`src/urbt_pkg.sv`:
```
// Package: register map, field positions, reset values and states of the serial port
package urbt_pkg;
    // ==========================================================
    // Register offsets
    localparam logic [7:0] OFF_DATA = 8'hF1;
    localparam logic [7:0] OFF_STATUS = 8'hF2;
    localparam logic [7:0] OFF_CONTROL = 8'hF3;
    localparam logic [7:0] OFF_DIVISOR = 8'hF4;
    // ==========================================================
    // Reset values
    localparam logic [7:0] CTRL_RESET = 8'h00;
    localparam logic [7:0] DIVISOR_RESET = 8'hFF;
    localparam logic [7:0] DATA_RESET = 8'h00;
    // ==========================================================
    // Control field positions
    localparam int CTL_TX_EN = 7;
    localparam int CTL_RX_EN = 6;
    localparam int CTL_INT_EN = 5;
    localparam int CTL_PAR_EN = 4;
    localparam int CTL_PAR_ODD = 3;
    localparam int CTL_SEND_BRK = 2;
    localparam int CTL_STOP2 = 1;
    localparam int CTL_TIMER = 0;
    // ==========================================================
    // Counting constants
    localparam logic [7:0] DIV_RELOAD_AT = 8'h01;
    localparam logic [3:0] PRESC_LAST = 4'hF;
    localparam logic [3:0] PHASE_MID = 4'h7;
    localparam logic [3:0] PHASE_LAST = 4'hF;
    localparam logic [3:0] DATA_LAST = 4'h7;
    localparam logic [3:0] FRAME_BITS_BASE = 4'hA;
    localparam logic [3:0] FRAME_BITS_ONE = 4'h1;
    localparam logic [3:0] BIT_ONE = 4'h1;
    // ==========================================================
    // Receiver states, Gray along the frame with parity on; DATA to STOP and STOP to IDLE change two bits
    typedef enum logic [2:0] {
        RX_IDLE = 3'h0,
        RX_START = 3'h1,
        RX_DATA = 3'h3,
        RX_PARITY = 3'h2,
        RX_STOP = 3'h6
    } urbt_rx_state_t;
endpackage

```
`src/urbt_top.sv`:
```
// Serial port receiver, transmit holding logic, baud generator and timer
//
// Added by the designer: the strobed register port.
`timescale 1ns/100ps
`default_nettype none

// Notes on behaviour
// - Transmit interrupt rises once shifter has sent first bit of a character.
// - Writing transmit data with transmitter enabled clears transmit-ready until shifter has sent that byte's first bit.
// - Writing zero to transmit data clears the pending transmit interrupt.
// - Receive-status bit is one while an unread byte is held.
// - Reception happens only while receiver enable is set.
// - Completed character raises receive interrupt; reading data clears it.
// - Received-data interrupt maskable alone; framing, break and overrun sources stay active.
// - Break is a line held low across data, parity and stop.
// - Break interrupts at once whether empty or not, since its low stop bit is a framing error.
// - Overrun when a character completes while an unread byte is held.
// - Overrun interrupt appears at the data read; the next read clears it.
// - On overrun the new byte is dropped, held byte kept.
// - Framing error when first stop bit samples low; second never checked.
// - Framing error interrupts immediately; reading data clears it.
// - Overrun and the break of an overrunning character stay hidden until the held byte is read.
// - With timer bit set and transmit and receive enables clear, each generator reload raises receive interrupt.
// - Baud generator runs from system clock with 8-bit divisor.
// - Timer ticks at clock/16, counts down, at one interrupts and reloads.
// - In timer mode the divisor register reads the live count.
// - One data address reads received byte and writes byte to send.
// - Reading data clears parity and framing status; it clears overrun and break unless a held-back overrun is revealed.
module urbt_top
    import urbt_pkg::*;
(
    input wire logic core_clk_in, // System clock, 20 MHz
    input wire logic rstn_in, // Asynchronous reset, active low
    input wire logic [7:0] addr_in, // Register address
    input wire logic [7:0] wdata_in, // Register write data
    input wire logic wr_in, // Write strobe
    input wire logic rd_in, // Read strobe
    output logic [7:0] rdata_out, // Read data, cycle after strobe
    input wire logic rxd_in, // Serial receive pin
    output logic txd_out, // Serial transmit pin
    output logic tx_irq_out, // Transmit interrupt request
    output logic rx_irq_out // Receive and timer interrupt request
);
    // ==========================================================
    // Register access decode
    logic wr_data, wr_ctrl, wr_div, rd_data;
    assign wr_data = wr_in && (addr_in == OFF_DATA);
    assign wr_ctrl = wr_in && (addr_in == OFF_CONTROL);
    assign wr_div = wr_in && (addr_in == OFF_DIVISOR);
    assign rd_data = rd_in && (addr_in == OFF_DATA);

    logic [7:0] ctrl_ff;
    logic [7:0] divisor_ff;

    always_ff @(posedge core_clk_in or negedge rstn_in) begin
        if (!rstn_in) begin
            ctrl_ff <= CTRL_RESET;
        end else if (wr_ctrl) begin
            ctrl_ff <= wdata_in;
        end
    end

    always_ff @(posedge core_clk_in or negedge rstn_in) begin
        if (!rstn_in) begin
            divisor_ff <= DIVISOR_RESET;
        end else if (wr_div) begin
            divisor_ff <= wdata_in;
        end
    end

    // ==========================================================
    // Baud generator and timer
    logic timer_mode;
    assign timer_mode = ctrl_ff[CTL_TIMER] && !ctrl_ff[CTL_TX_EN] && !ctrl_ff[CTL_RX_EN];

    logic [3:0] presc_ff;
    logic [7:0] count_ff;
    logic count_step, count_reload, tick16, timer_evt;

    always_ff @(posedge core_clk_in or negedge rstn_in) begin
        if (!rstn_in) begin
            presc_ff <= '0;
        end else begin
            presc_ff <= presc_ff + BIT_ONE;
        end
    end

    // Timer steps on clock/16, baud mode on every clock
    assign count_step = timer_mode ? (presc_ff == PRESC_LAST) : 1'b1;
    assign count_reload = count_step && (count_ff == DIV_RELOAD_AT);
    assign tick16 = !timer_mode && count_reload;
    assign timer_evt = timer_mode && count_reload;

    always_ff @(posedge core_clk_in or negedge rstn_in) begin
        if (!rstn_in) begin
            count_ff <= DIVISOR_RESET;
        end else if (wr_div) begin
            count_ff <= wdata_in;
        end else if (count_reload) begin
            count_ff <= divisor_ff;
        end else if (count_step) begin
            // Zero wraps to FF, so a zero divisor spans 256 steps
            count_ff <= count_ff - DIV_RELOAD_AT;
        end
    end

    // ==========================================================
    // Receive pin synchroniser
    logic rx_meta_ff, rx_sync_ff, rx_prev_ff;

    always_ff @(posedge core_clk_in or negedge rstn_in) begin
        if (!rstn_in) begin
            rx_meta_ff <= 1'b1;
            rx_sync_ff <= 1'b1;
            rx_prev_ff <= 1'b1;
        end else begin
            rx_meta_ff <= rxd_in;
            rx_sync_ff <= rx_meta_ff;
            rx_prev_ff <= rx_sync_ff;
        end
    end

    // ==========================================================
    // Receive framing
    urbt_rx_state_t rx_state_ff;
    logic [3:0] rx_phase_ff;
    logic [3:0] rx_bit_ff;
    logic [7:0] rx_shift_ff;
    logic rx_par_ff, rx_zero_ff;
    logic rx_done_ff, rx_fe_ff, rx_pe_ff, rx_brk_ff;
    logic [7:0] rx_byte_ff;
    logic rx_sample;
    assign rx_sample = tick16 && (rx_phase_ff == PHASE_LAST);

    always_ff @(posedge core_clk_in or negedge rstn_in) begin
        if (!rstn_in) begin
            rx_state_ff <= RX_IDLE;
            rx_phase_ff <= '0;
            rx_bit_ff <= '0;
            rx_shift_ff <= '0;
            rx_par_ff <= 1'b0;
            rx_zero_ff <= 1'b0;
            rx_done_ff <= 1'b0;
            rx_fe_ff <= 1'b0;
            rx_pe_ff <= 1'b0;
            rx_brk_ff <= 1'b0;
            rx_byte_ff <= DATA_RESET;
        end else begin
            rx_done_ff <= 1'b0;
            if (tick16) begin
                rx_phase_ff <= rx_phase_ff + BIT_ONE;
            end
            if (!ctrl_ff[CTL_RX_EN]) begin
                rx_state_ff <= RX_IDLE;
            end else begin
                case (rx_state_ff)
                    RX_IDLE: begin
                        if (rx_prev_ff && !rx_sync_ff) begin
                            rx_phase_ff <= '0;
                            rx_state_ff <= RX_START;
                        end
                    end
                    RX_START: begin
                        if (tick16 && rx_phase_ff == PHASE_MID) begin
                            rx_phase_ff <= '0;
                            rx_bit_ff <= '0;
                            rx_par_ff <= 1'b0;
                            rx_zero_ff <= 1'b1;
                            // A glitch shorter than half a bit is not a start
                            rx_state_ff <= rx_sync_ff ? RX_IDLE : RX_DATA;
                        end
                    end
                    RX_DATA: begin
                        if (rx_sample) begin
                            rx_shift_ff <= {rx_sync_ff, rx_shift_ff[7:1]};
                            rx_par_ff <= rx_par_ff ^ rx_sync_ff;
                            rx_zero_ff <= rx_zero_ff && !rx_sync_ff;
                            rx_bit_ff <= rx_bit_ff + BIT_ONE;
                            if (rx_bit_ff == DATA_LAST) begin
                                rx_state_ff <= ctrl_ff[CTL_PAR_EN] ? RX_PARITY : RX_STOP;
                            end
                        end
                    end
                    RX_PARITY: begin
                        if (rx_sample) begin
                            rx_par_ff <= rx_par_ff ^ rx_sync_ff ^ ctrl_ff[CTL_PAR_ODD];
                            rx_zero_ff <= rx_zero_ff && !rx_sync_ff;
                            rx_state_ff <= RX_STOP;
                        end
                    end
                    RX_STOP: begin
                        if (rx_sample) begin
                            rx_done_ff <= 1'b1;
                            rx_byte_ff <= rx_shift_ff;
                            rx_fe_ff <= !rx_sync_ff;
                            rx_pe_ff <= ctrl_ff[CTL_PAR_EN] && rx_par_ff;
                            rx_brk_ff <= rx_zero_ff && !rx_sync_ff;
                            // Second stop bit is left unchecked; idle hunts next edge
                            rx_state_ff <= RX_IDLE;
                        end
                    end
                    default: begin
                        rx_state_ff <= RX_IDLE;
                    end
                endcase
            end
        end
    end

    // ==========================================================
    // Receive data and status
    logic [7:0] rx_data_ff;
    logic rx_full_ff, st_pe_ff, st_ovr_ff, st_fe_ff, st_brk_ff;
    logic hid_ovr_ff, hid_brk_ff;
    logic full_after_read;
    // A read in the same cycle frees the register unless an overrun was held back
    assign full_after_read = rd_data ? hid_ovr_ff : rx_full_ff;

    always_ff @(posedge core_clk_in or negedge rstn_in) begin
        if (!rstn_in) begin
            rx_data_ff <= DATA_RESET;
            rx_full_ff <= 1'b0;
            st_pe_ff <= 1'b0;
            st_ovr_ff <= 1'b0;
            st_fe_ff <= 1'b0;
            st_brk_ff <= 1'b0;
            hid_ovr_ff <= 1'b0;
            hid_brk_ff <= 1'b0;
        end else begin
            if (rd_data) begin
                st_pe_ff <= 1'b0;
                st_fe_ff <= 1'b0;
                if (hid_ovr_ff) begin
                    rx_full_ff <= 1'b1;
                    st_ovr_ff <= 1'b1;
                    st_brk_ff <= hid_brk_ff;
                    hid_ovr_ff <= 1'b0;
                    hid_brk_ff <= 1'b0;
                end else begin
                    rx_full_ff <= 1'b0;
                    st_ovr_ff <= 1'b0;
                    st_brk_ff <= 1'b0;
                end
            end
            // Arrival is applied after the read so a set beats a clear
            if (rx_done_ff) begin
                if (full_after_read) begin
                    hid_ovr_ff <= 1'b1;
                    hid_brk_ff <= (rd_data ? 1'b0 : hid_brk_ff) | rx_brk_ff;
                    if (rx_fe_ff) begin
                        st_fe_ff <= 1'b1;
                    end
                end else begin
                    rx_data_ff <= rx_byte_ff;
                    rx_full_ff <= 1'b1;
                    st_pe_ff <= rx_pe_ff;
                    st_fe_ff <= rx_fe_ff;
                    st_brk_ff <= rx_brk_ff;
                end
            end
        end
    end

    // ==========================================================
    // Receive interrupt request
    logic rx_irq_set;
    assign rx_irq_set = (rx_done_ff && !full_after_read && ctrl_ff[CTL_INT_EN])
        || (rx_done_ff && rx_fe_ff)
        || (rx_done_ff && rx_brk_ff && !full_after_read)
        || (rd_data && hid_ovr_ff)
        || timer_evt;

    always_ff @(posedge core_clk_in or negedge rstn_in) begin
        if (!rstn_in) begin
            rx_irq_out <= 1'b0;
        end else if (rx_irq_set) begin
            rx_irq_out <= 1'b1;
        end else if (rd_data) begin
            rx_irq_out <= 1'b0;
        end
    end

    // ==========================================================
    // Transmit holding register and shifter
    logic [7:0] hold_ff;
    logic hold_full_ff, tx_ready_ff, tx_busy_ff, first_bit_ff;
    logic [11:0] tx_shift_ff;
    logic [3:0] tx_left_ff;
    logic [3:0] tx_phase_ff;
    logic tx_load, tx_bit_end;
    logic [3:0] frame_bits;
    assign tx_load = ctrl_ff[CTL_TX_EN] && hold_full_ff && !tx_busy_ff;
    assign tx_bit_end = tx_busy_ff && tick16 && (tx_phase_ff == PHASE_LAST);
    assign frame_bits = FRAME_BITS_BASE + (ctrl_ff[CTL_PAR_EN] ? FRAME_BITS_ONE : 4'h0)
        + (ctrl_ff[CTL_STOP2] ? FRAME_BITS_ONE : 4'h0);

    always_ff @(posedge core_clk_in or negedge rstn_in) begin
        if (!rstn_in) begin
            hold_ff <= DATA_RESET;
            hold_full_ff <= 1'b0;
        end else if (wr_data && ctrl_ff[CTL_TX_EN]) begin
            // A write while not ready overwrites the waiting byte
            hold_ff <= wdata_in;
            hold_full_ff <= 1'b1;
        end else if (tx_load) begin
            hold_full_ff <= 1'b0;
        end
    end

    always_ff @(posedge core_clk_in or negedge rstn_in) begin
        if (!rstn_in) begin
            tx_busy_ff <= 1'b0;
            first_bit_ff <= 1'b0;
            tx_shift_ff <= '1;
            tx_left_ff <= '0;
            tx_phase_ff <= '0;
        end else if (tx_load) begin
            tx_busy_ff <= 1'b1;
            first_bit_ff <= 1'b1;
            tx_phase_ff <= '0;
            tx_left_ff <= frame_bits;
            tx_shift_ff <= ctrl_ff[CTL_PAR_EN]
                ? {2'b11, ^hold_ff ^ ctrl_ff[CTL_PAR_ODD], hold_ff, 1'b0}
                : {3'b111, hold_ff, 1'b0};
        end else if (tx_busy_ff && tick16) begin
            tx_phase_ff <= tx_phase_ff + BIT_ONE;
            if (tx_bit_end) begin
                first_bit_ff <= 1'b0;
                tx_shift_ff <= {1'b1, tx_shift_ff[11:1]};
                tx_left_ff <= tx_left_ff - BIT_ONE;
                if (tx_left_ff == BIT_ONE) begin
                    tx_busy_ff <= 1'b0;
                end
            end
        end
    end

    always_ff @(posedge core_clk_in or negedge rstn_in) begin
        if (!rstn_in) begin
            tx_ready_ff <= 1'b0;
        end else if (wr_data && ctrl_ff[CTL_TX_EN]) begin
            tx_ready_ff <= 1'b0;
        end else if (tx_bit_end && first_bit_ff) begin
            tx_ready_ff <= 1'b1;
        end else if (ctrl_ff[CTL_TX_EN] && !hold_full_ff && !tx_busy_ff) begin
            tx_ready_ff <= 1'b1;
        end
    end

    // Interrupt follows the rising edge of ready, one per character
    logic tx_ready_prev_ff;
    always_ff @(posedge core_clk_in or negedge rstn_in) begin
        if (!rstn_in) begin
            tx_ready_prev_ff <= 1'b0;
            tx_irq_out <= 1'b0;
        end else begin
            tx_ready_prev_ff <= tx_ready_ff;
            if (tx_ready_ff && !tx_ready_prev_ff) begin
                tx_irq_out <= 1'b1;
            end else if (wr_data && wdata_in == 8'h00) begin
                tx_irq_out <= 1'b0;
            end
        end
    end

    always_ff @(posedge core_clk_in or negedge rstn_in) begin
        if (!rstn_in) begin
            txd_out <= 1'b1;
        end else begin
            txd_out <= !ctrl_ff[CTL_SEND_BRK] && (!tx_busy_ff || tx_shift_ff[0]);
        end
    end

    // ==========================================================
    // Read data
    always_ff @(posedge core_clk_in or negedge rstn_in) begin
        if (!rstn_in) begin
            rdata_out <= 8'h00;
        end else if (rd_in) begin
            case (addr_in)
                OFF_DATA: rdata_out <= rx_data_ff;
                OFF_STATUS: rdata_out <= {rx_full_ff, st_pe_ff, st_ovr_ff, st_fe_ff,
                    st_brk_ff, tx_ready_ff, !tx_busy_ff && !hold_full_ff, 1'b0};
                OFF_CONTROL: rdata_out <= ctrl_ff;
                OFF_DIVISOR: rdata_out <= timer_mode ? count_ff : divisor_ff;
                default: rdata_out <= 8'h00;
            endcase
        end else begin
            rdata_out <= 8'h00;
        end
    end
endmodule // urbt_top

`default_nettype wire
```
`config.mk`:
```
export PLATFORM = sky130hd
export DESIGN_NAME = urbt_top
export DESIGN_NICKNAME = d
export VERILOG_FILES = /design/src/urbt_pkg.sv /design/src/urbt_top.sv
export SDC_FILE = /design/constraint.sdc
export NUM_CORES = 1
export LEC_CHECK = 0
export ABC_AREA = 1
export ABC_CLOCK_PERIOD_IN_PS = 1900
export BUFFER_PORTS_ARGS = -buffer_cell sky130_fd_sc_hd__buf_2
export CELL_PAD_IN_SITES_DETAIL_PLACEMENT = 1
export CELL_PAD_IN_SITES_GLOBAL_PLACEMENT = 1
export CORE_ASPECT_RATIO = 0.75
export CORE_MARGIN = 2
export CORE_UTILIZATION = 42
export DETAILED_ROUTE_END_ITERATION = 16
export PLACE_DENSITY = 0.73
export SLEW_MARGIN = 25
export SYNTH_ARGS = -nofsm -noshare
export SYNTH_HDL_FRONTEND = slang
export SYNTH_SLANG_ARGS = --single-unit
```
`constraint.sdc`:
```
create_clock -name core_clk_in -period 1.9 [get_ports core_clk_in]
set_clock_uncertainty 0.1 [all_clocks]
set_input_delay 0.095 -clock core_clk_in [delete_from_list [all_inputs] [get_ports core_clk_in]]
set_output_delay 0.095 -clock core_clk_in [all_outputs]
set_load 0.02 [all_outputs]
```
==> results of run 1 <==
-- what timing repair did --
action,CTS,global route
hold buffers,11,0
cloned,0,2
setup endpoints to repair,21,53
gates resized for setup,8,37
buffers inserted,0,4
hold endpoints to repair,132,0
pin swaps,0,6
-- cell usage after synthesis --
| master | n |
|---|---|
| a211oi_1 | 2 |
| a21boi_0 | 1 |
| a21oi_1 | 12 |
| a22o_1 | 1 |
| a31oi_1 | 2 |
| buf_2 | 3 |
| buf_4 | 2 |
| buf_6 | 2 |
| clkbuf_1 | 6 |
| clkbuf_2 | 1 |
| clkinv_4 | 1 |
| dfrtp_1 | 91 |
| dfstp_2 | 30 |
| ha_1 | 9 |
| inv_1 | 93 |
| inv_2 | 2 |
| nand2_1 | 232 |
| nand2_2 | 4 |
| nand2_4 | 2 |
| nand3_1 | 59 |
| nand3_2 | 4 |
| nand3b_1 | 1 |
| nand4_1 | 12 |
| nor2_1 | 42 |
| nor2_2 | 3 |
| nor2_4 | 3 |
| nor3_1 | 2 |
| nor3_4 | 3 |
| nor3b_1 | 1 |
| nor4_1 | 3 |
| o211ai_1 | 1 |
| o21ai_0 | 99 |
| o21ai_1 | 1 |
| o31ai_1 | 2 |
| or2_2 | 2 |
| xnor2_1 | 5 |
| xor2_1 | 11 |
-- cell families (layout without fill, tap and decap cells) --
family	Yosys count	in the layout	share of synthesized area (%)
and+or+nand+nor	373	373	27.2
AOI/OAI and AO/OA	121	121	10.4
DFF	121	121	50.8
buffers and inverters	110	201	7.38
xor gates and xnor gates	16	16	2.32
adders and majority gates	9	9	1.87
-- per-stage QoR --
stage	area (sq um)	power, mW	setup TNS [ps]	util, %	hold WS [ps]
after CTS	7250	7.40	-18.4	52.2	11.6
after detailed placement	6570	4.31	-539	47.3	102
after floorplan	6030	3.87	0	-	-301
after global placement	6570	4.23	-7.10	47.3	101
final	7420	7.38	0	53.5	33.8
after global routing	7420	7.78	-448	53.5	42.3
-- power groups by stage --
stage / registers [mW] / clock network [mW] / logic, mW
after floorplan: 3.14 / 0 / 0.729
after global placement: 3.15 / 0 / 1.08
after detailed placement: 3.16 / 0 / 1.15
after CTS: 3.13 / 3.06 / 1.21
after global routing: 3.17 / 3.17 / 1.43
final: 3.14 / 3.00 / 1.25
-- layout by cell type, fill, tap and decap left out, types with 2 or more instances in the layout --
cell type,instances
clkinv_4,2
nand2_4,4
a211oi_1,2
clkinvlp_4,3
buf_12,2
xnor2_1,5
nor3_4,3
xor2_1,11
nand2_1,226
nor2_1,38
or2_2,2
dfrtp_1,91
clkinv_2,2
o21ai_1,6
nor4_1,2
inv_1,93
nand3_1,56
nor2_2,3
o31ai_1,2
nand4_1,12
buf_6,6
clkbuf_16,17
a21oi_1,11
a31oi_1,2
dlygate4sd3_1,11
nand2_2,7
clkbuf_8,3
nor2_4,7
buf_4,26
clkbuf_1,2
ha_1,8
buf_2,31
dfstp_2,30
nand3_4,2
nand3_2,5
o21ai_0,93
-- routing by layer --
| metal | track usage, % | up-vias |
|---|---|---|
| li1 | - | 2572 |
| met1 | 32.1 | 2661 |
| met2 | 38.9 | 99 |
| met3 | 5.25 | 20 |
| met4 | 7.50 | 0 |
| met5 | 0 | - |
-- sequential cells by signal, summed over array words and instances, names as in the netlist, 8 cells and up --
register and count:
count_ff 8, ctrl_ff 8, divisor_ff 8, hold_ff 8, rdata_out 8, rx_byte_ff 8, rx_data_ff 8, rx_shift_ff 8
tx_shift_ff 10
-- area by class of cell --
type                            count  area share [%]
Timing Repair Buffer               76            7.65
Multi-Input combinational cell    519            35.8
Clock buffer                       22            6.39
Sequential cell                   121            41.3
Inverter                           96            4.96
Clock inverter                      7           0.961
Tap cell                          175            2.95
-- worst reg2reg max path: stages, from the launching register on --
cell and delay (ps):
dfstp_2 560, ha_4 150, nand2_4 50, nor2_4 140, nand4_1 170, buf_6 190, nor2_4 100, buf_6 130
nor2_1 50, a21oi_1 150
-- worst min-delay path by stage --
stage	start	to	slack (ps)
after floorplan	rstn_in	ctrl_ff[0]	-300
after global placement	rxd_in	rx_meta_ff	100
after global routing	wr_in	count_ff[3]	40
after CTS	wr_in	count_ff[1]	10
after detailed placement	rxd_in	rx_meta_ff	100
final	wr_in	count_ff[1]	30
==> results.md, run 1 <==
- Setup ws final: 30.9 ps
- Worst Hold Class: in2reg
- Clock Pin Slew Worst Setup and Hold Paths: 50 ps
- Clk buf depth: 2
- Worst path bufs/invs: 2
- Crit path max-delay family: flip-flops
- Slew margin rel.: 57.1%
- Routed Antenna Nets: 0
- Final setup violation count: 0
- Initial antenna violation count: 0
- Synth-to-layout area growth: 23.0%
- FP Rows: 37
- Hold Fails Final Rpt: 0
- Max Cap Viol: 0
- Met2 wire len: 8140 um
- CTS Buf Count: 17
- DRT Pass-1 Iters: 5
- Drt total wl: 17,200 um
- Crit Path Max Fanout: 7
- Met1 Routed Length: 8170 um
- Multi-input gate area: 0.00266 sq mm
- Full die area: 0.0154 sq mm
- Cell depth of the worst min-delay path: 4
- Clock power frac: 40.6%
- Total track usage: 23.9%
- Leak: 3.69 nW
- Element type at the critical path start: flip-flop
- WS Path Type: reg2reg
- Synth Area per Inst: 8.05 sq um
- Peak supply drop: 0.703 mV
- Global-route wire length before repair: 28,300 um
- Synth Instances: 750
- Post-synth top area cell: dfrtp_1
- Power density cells: 994 mW/mm^2
- Critical Path Sink Type: flip-flop
- Vias/cell: 5.27
- Core outline area: 0.0139 sq mm
- Placed cells: 970
- Worst path depth: 9
- Flop pwr share: 42.5%
- Max Used Layer: met4
- Number of register bits inferred by synthesis: 121
- WP data required: 2130 ps
- Status: finished, final reports clean
- Sw Ratio: 28.6%
- Routed length on met3: 607 um
- RSZ-0062 raised after global routing: true
- Starting Density: 43.5%
- Comb pwr share: 16.9%
- Worst r2r src: count_ff[0]
- Filler Cell Count: 1,678
- Reg-to-Reg End: rx_shift_ff[3]
- Crit path cell chain: ha_4 > nand2_4 > nor2_4 > nand4_1 > buf_6 > nor2_4 > buf_6 > nor2_1 > a21oi_1
- Routed vias: 5,352
- Clk root buf: clkbuf_16
- Clock sink count: 121
- Critical path origin: count_ff[0]
- CTS tree: done
- Dpl ws: -75.3 ps
- Pins Over Slew Limit: 0
- Layout cell share with drive strength beyond 1: 19.6%
- GRT overflow: 0
- Post-layout nets: 861
- Die Wd: 142 um
- Remaining DRCs: 0
- Top post-synthesis cells by area: dfrtp_1 38%, nand2_1 14%, dfstp_2 13%
- Final Non-Filler Cells: 1,016
- Largest net degree at the start of global routing: 122
- Vias in the first global route: 5,606
- # H-tree levels: 4
- Syn_nets: 780
- RePlAce Congestion: 0.884
- Buffers on Ports: 31
- Iter 0 DRT Violations: 352
- Post-DR wirelength/cell: 16.9 um
- Setup crit end: rx_shift_ff[3]
- Tmin final: 1870 ps
- Psw: 2.11 mW
- Netlist cell types: 37
- Worst skew pair latency: 420 ps
- CP arrival: 2100 ps
- IO Count: 32
- R2R cell count: 9
- Reg-to-reg slack, setup: 30 ps
- P_int: 5.27 mW
- Hpwl dp: 12,100 um
- Diodes inserted: 0
- Fin crit share: 98.4%
- Mapped Area: 0.00603 sq mm
- Die Ht: 108 um
- Yosys warnings: 0
- Fmax: 0.535 GHz
- Top-area cell type share of the netlist area: 37.7%
- Crit-path slowest cell: dfstp_2
- Slew @ Worst Pin: 644 ps
- CP max stage delay: 560 ps
- Flip-flop and latch area: 0.00307 sq mm
- Seq/Total Area, Yosys: 50.8%
(Power assumes the default switching activity.)
==> run 2, diff against run 1 <==
--- a/config.mk
+++ b/config.mk
@@ -5,14 +5,13 @@
 export SDC_FILE = /design/constraint.sdc
 export NUM_CORES = 1
 export LEC_CHECK = 0
-export ABC_AREA = 1
 export ABC_CLOCK_PERIOD_IN_PS = 1900
 export BUFFER_PORTS_ARGS = -buffer_cell sky130_fd_sc_hd__buf_2
 export CELL_PAD_IN_SITES_DETAIL_PLACEMENT = 1
 export CELL_PAD_IN_SITES_GLOBAL_PLACEMENT = 1
 export CORE_ASPECT_RATIO = 0.75
 export CORE_MARGIN = 2
-export CORE_UTILIZATION = 42
+export CORE_UTILIZATION = 44
 export DETAILED_ROUTE_END_ITERATION = 16
 export PLACE_DENSITY = 0.73
 export SLEW_MARGIN = 25
==> run 2 against run 1 <==
The run now ends with negative setup slack left. Sequential share of layout area is 2.2 points lower. Sequential cell count stayed put. Clock-buffer cell count increased by 3. Routed wire length rose by 14%. Non-clock buffer count increased by 45. Largest cell class unchanged. Largest power group is now clock. Highest routed layer unchanged.
==> results.md, run 2 <==
- WP data required: 2100 ps (-30 ps)
- FP Rows: 36 (-2.7%)
- Drt total wl: 19,500 um (+14%)
- Synth Instances: 554 (-26%)
- Routed Antenna Nets: 0 (unchanged)
- Die Ht: 103 um (-4.5%)
- Most frequent cells in the layout: 91 x dfrtp_1, 90 x nand2_1, 63 x buf_4
- Fin Hold WS: 11.5 ps (-22.4 ps)
- # H-tree levels: 4 (unchanged)
- Syn_nets: 584 (-25%)
- Initial antenna violation count: 0 (unchanged)
- Post-synth top area cell: dfrtp_1
- Number of flip-flops in the largest register: 10 (unchanged)
- Reg-to-reg slack, setup: -360 ps (-390 ps)
- Netlist cell types: 63 (+70%)
- Full die area: 0.0140 sq mm (-8.8%)
- Critical Path Sink Type: flip-flop
- CTS tree: done
- Worst r2r src: count_ff[0]
- Clock sink count: 121 (unchanged)
- WS Path Type: reg2reg
- Top-area cell type share of the netlist area: 39.6% (+1.9 points)
- GRT overflow: 0 (unchanged)
- Hold Fails Final Rpt: 0 (unchanged)
- Number of register bits inferred by synthesis: 121 (unchanged)
- Largest net degree at the start of global routing: 41 (-66%)
- Synth-to-layout area growth: 36.5%
- Tot Pwr: 8.84 mW (+20%)
- Hpwl dp: 12,400 um (+2.6%)
- Ys flop type: dfrtp_1
- Slew @ Worst Pin: 667 ps (+23.0 ps)
- Vias in the first global route: 5,220 (-6.9%)
- Largest Register: tx_shift_ff
- Hold Startpoint: rd_in
- Setup TNS: -13,300 ps (-13,300 ps)
- Leak: 3.62 nW (-2.0%)
- Seq/Total Area, Yosys: 53.4% (+2.6 points)
- Yosys warnings: 0 (unchanged)
- Final setup violation count: 60 (+60)
- Fmax: 0.443 GHz (-17%)
- Fin util: 60.9% (+7.4 points)
- Failing checks: negative setup slack
- Mapped Area: 0.00574 sq mm (-4.8%)
- Worst Hold Class: in2reg
- Synth Area per Inst: 10.4 sq um (+29%)
- Dpl ws: -338 ps (-262 ps)
- Iter 0 DRT Violations: 384 (+9.1%)
- Cell depth of the worst min-delay path: 4 (unchanged)
- Max Cap Viol: 0 (unchanged)
- Peak supply drop: 0.751 mV (+6.8%)
- Routed vias: 4,955 (-7.4%)
- Reg-to-Reg End: rx_shift_ff[0]
- Post-layout nets: 702 (-18%)
- Fin crit share: 119% (+20 points)
- Worst skew pair latency: 420 ps (about the same)
- Post-DR wirelength/cell: 22.8 um (+35%)
- FFs w/ async S/R, synth: 100% (unchanged)
- Pins Over Slew Limit: 0 (unchanged)
- Most instantiated library cell after synthesis: nand2_1
- DRT Pass-1 Iters: 5 (unchanged)
- Slew margin rel.: 55.3% (-1.7 points)
- RSZ-0062 raised after global routing: true
- Clk root buf: clkbuf_16
- R2R cell count: 5 (-4)
- Diodes inserted: 0 (unchanged)
- Hold path endpoint: st_ovr_ff
- RePlAce Congestion: 0.901 (+1.9%)
- Layout cell share with drive strength beyond 1: 42.2% (+23 points)
- IO Count: 32 (unchanged)
- Buffers on Ports: 31 (unchanged)
- Top post-synthesis cells by area: dfrtp_1 40%, dfstp_2 14%, nand2_1 7.3%
- Die Wd: 136 um (-4.5%)
- Tmin final: 2260 ps (+386 ps)
- Remaining DRCs: 0 (unchanged)
- Core outline area: 0.0129 sq mm (-7.2%)
- Starting Density: 44.6% (+1.1 points)
- Post-synth EDFFs: 0 (unchanged)
- Vias/cell: 5.79 (+9.9%)
- Clock Pin Slew Worst Setup and Hold Paths: 60 ps (about the same)
- Total track usage: 28.9% (+5.0 points)
- Status: finished with violations
- Power density cells: 1130 mW/mm^2 (+13%)
- Clk buf depth: 2 (unchanged)
- Commonest non-fill, non-tap cell in the layout: dfrtp_1
- CP arrival: 2460 ps (+360 ps)
- Setup ws final: -355 ps (-386 ps)
- Global-route wire length before repair: 29,600 um (+4.8%)
- Element type at the critical path start: flip-flop
- CTS Buf Count: 17 (unchanged)
- Crit Path Max Fanout: 8 (+1)
- Synth cell count leaders: 111 x nand2_1, 91 x dfrtp_1, 37 x mux2_2, 36 x nor2_1, 30 x dfstp_2
-- run 2: cell count changes in the layout (fill, tap and decap cells not counted), sizes merged, moves of 12 or more --
cell / previous run / this run
mux2: 0 / 40
nand2: 238 / 111
nor2: 48 / 36
a22oi: 0 / 13
o21ai: 100 / 22
buf: 65 / 110
nand3: 63 / 19
inv: 95 / 14
-- run 2: routing by layer --
layer / track usage (%) / routed length (um) / vias to the layer above
li1: - / - / 2196
met1: 36.8 / 8330 / 2549
met2: 48.1 / 9760 / 160
met3: 6.64 / 903 / 50
met4: 12.2 / 554 / 0
met5: 0 / 0 / -
-- run 2: kinds of logic after synthesis --
kind of cell | synth area share (%)
compound gates | 10.8
xor+xnor | 2.90
fa+ha+maj | 1.96
buf+inv | 2.68
flops | 53.4
mux | 8.39
simple gates | 19.9
-- run 2: timing repair --
item / in CTS / in global routing
endpoints found under the setup margin: 61 / 69
pin swaps: 29 / 14
hold endpoints to repair: 122 / 0
resized for setup: 65 / 41
setup buffers: 7 / 4
gates cloned: 1 / 1
hold buffers: 11 / 0
-- run 2: area by class of cell --
class,count,area [sq um]
fill,1389,5040
sequential,121,3070
multi-input combinational,397,2900
timing repair buffer,121,958
clock buffer,25,515
tap,171,214
clock inverter,7,135
inverter,14,52.6
-- run 2: worst max path at each step --
stage                      startpoint              to  depth (start not counted)
final                     count_ff[0]  rx_shift_ff[0]                          5
after global routing      count_ff[0]  rx_shift_ff[0]                          5
after CTS                 count_ff[0]  rx_shift_ff[0]                          5
after detailed placement  count_ff[0]  rx_shift_ff[0]                          5
after global placement    count_ff[0]  rx_shift_ff[0]                          5
after floorplan           count_ff[0]  rx_shift_ff[0]                          5
-- run 2: stage by stage --
stage,std cells,cell area (sq um)
3_3_place_gp,803,6640
6_report,856,7840
2_1_floorplan,554,5820
5_1_grt,856,7840
4_1_cts,853,7700
3_5_place_dp,803,6640
-- run 2: worst max-delay path: stages, from the launching register on --
cell	delay, ps
dfstp_2	550
ha_4	130
or3b_4	410
nor4_4	350
nand4_4	230
mux2_4	350
-- run 2: power by group --
part           switching [mW]  total (mW)  leakage [nW]  internal (mW)
combinational            1.03        1.93          1.75          0.904
clock                    1.18        3.58         0.323           2.40
sequential              0.296        3.33          1.54           3.04
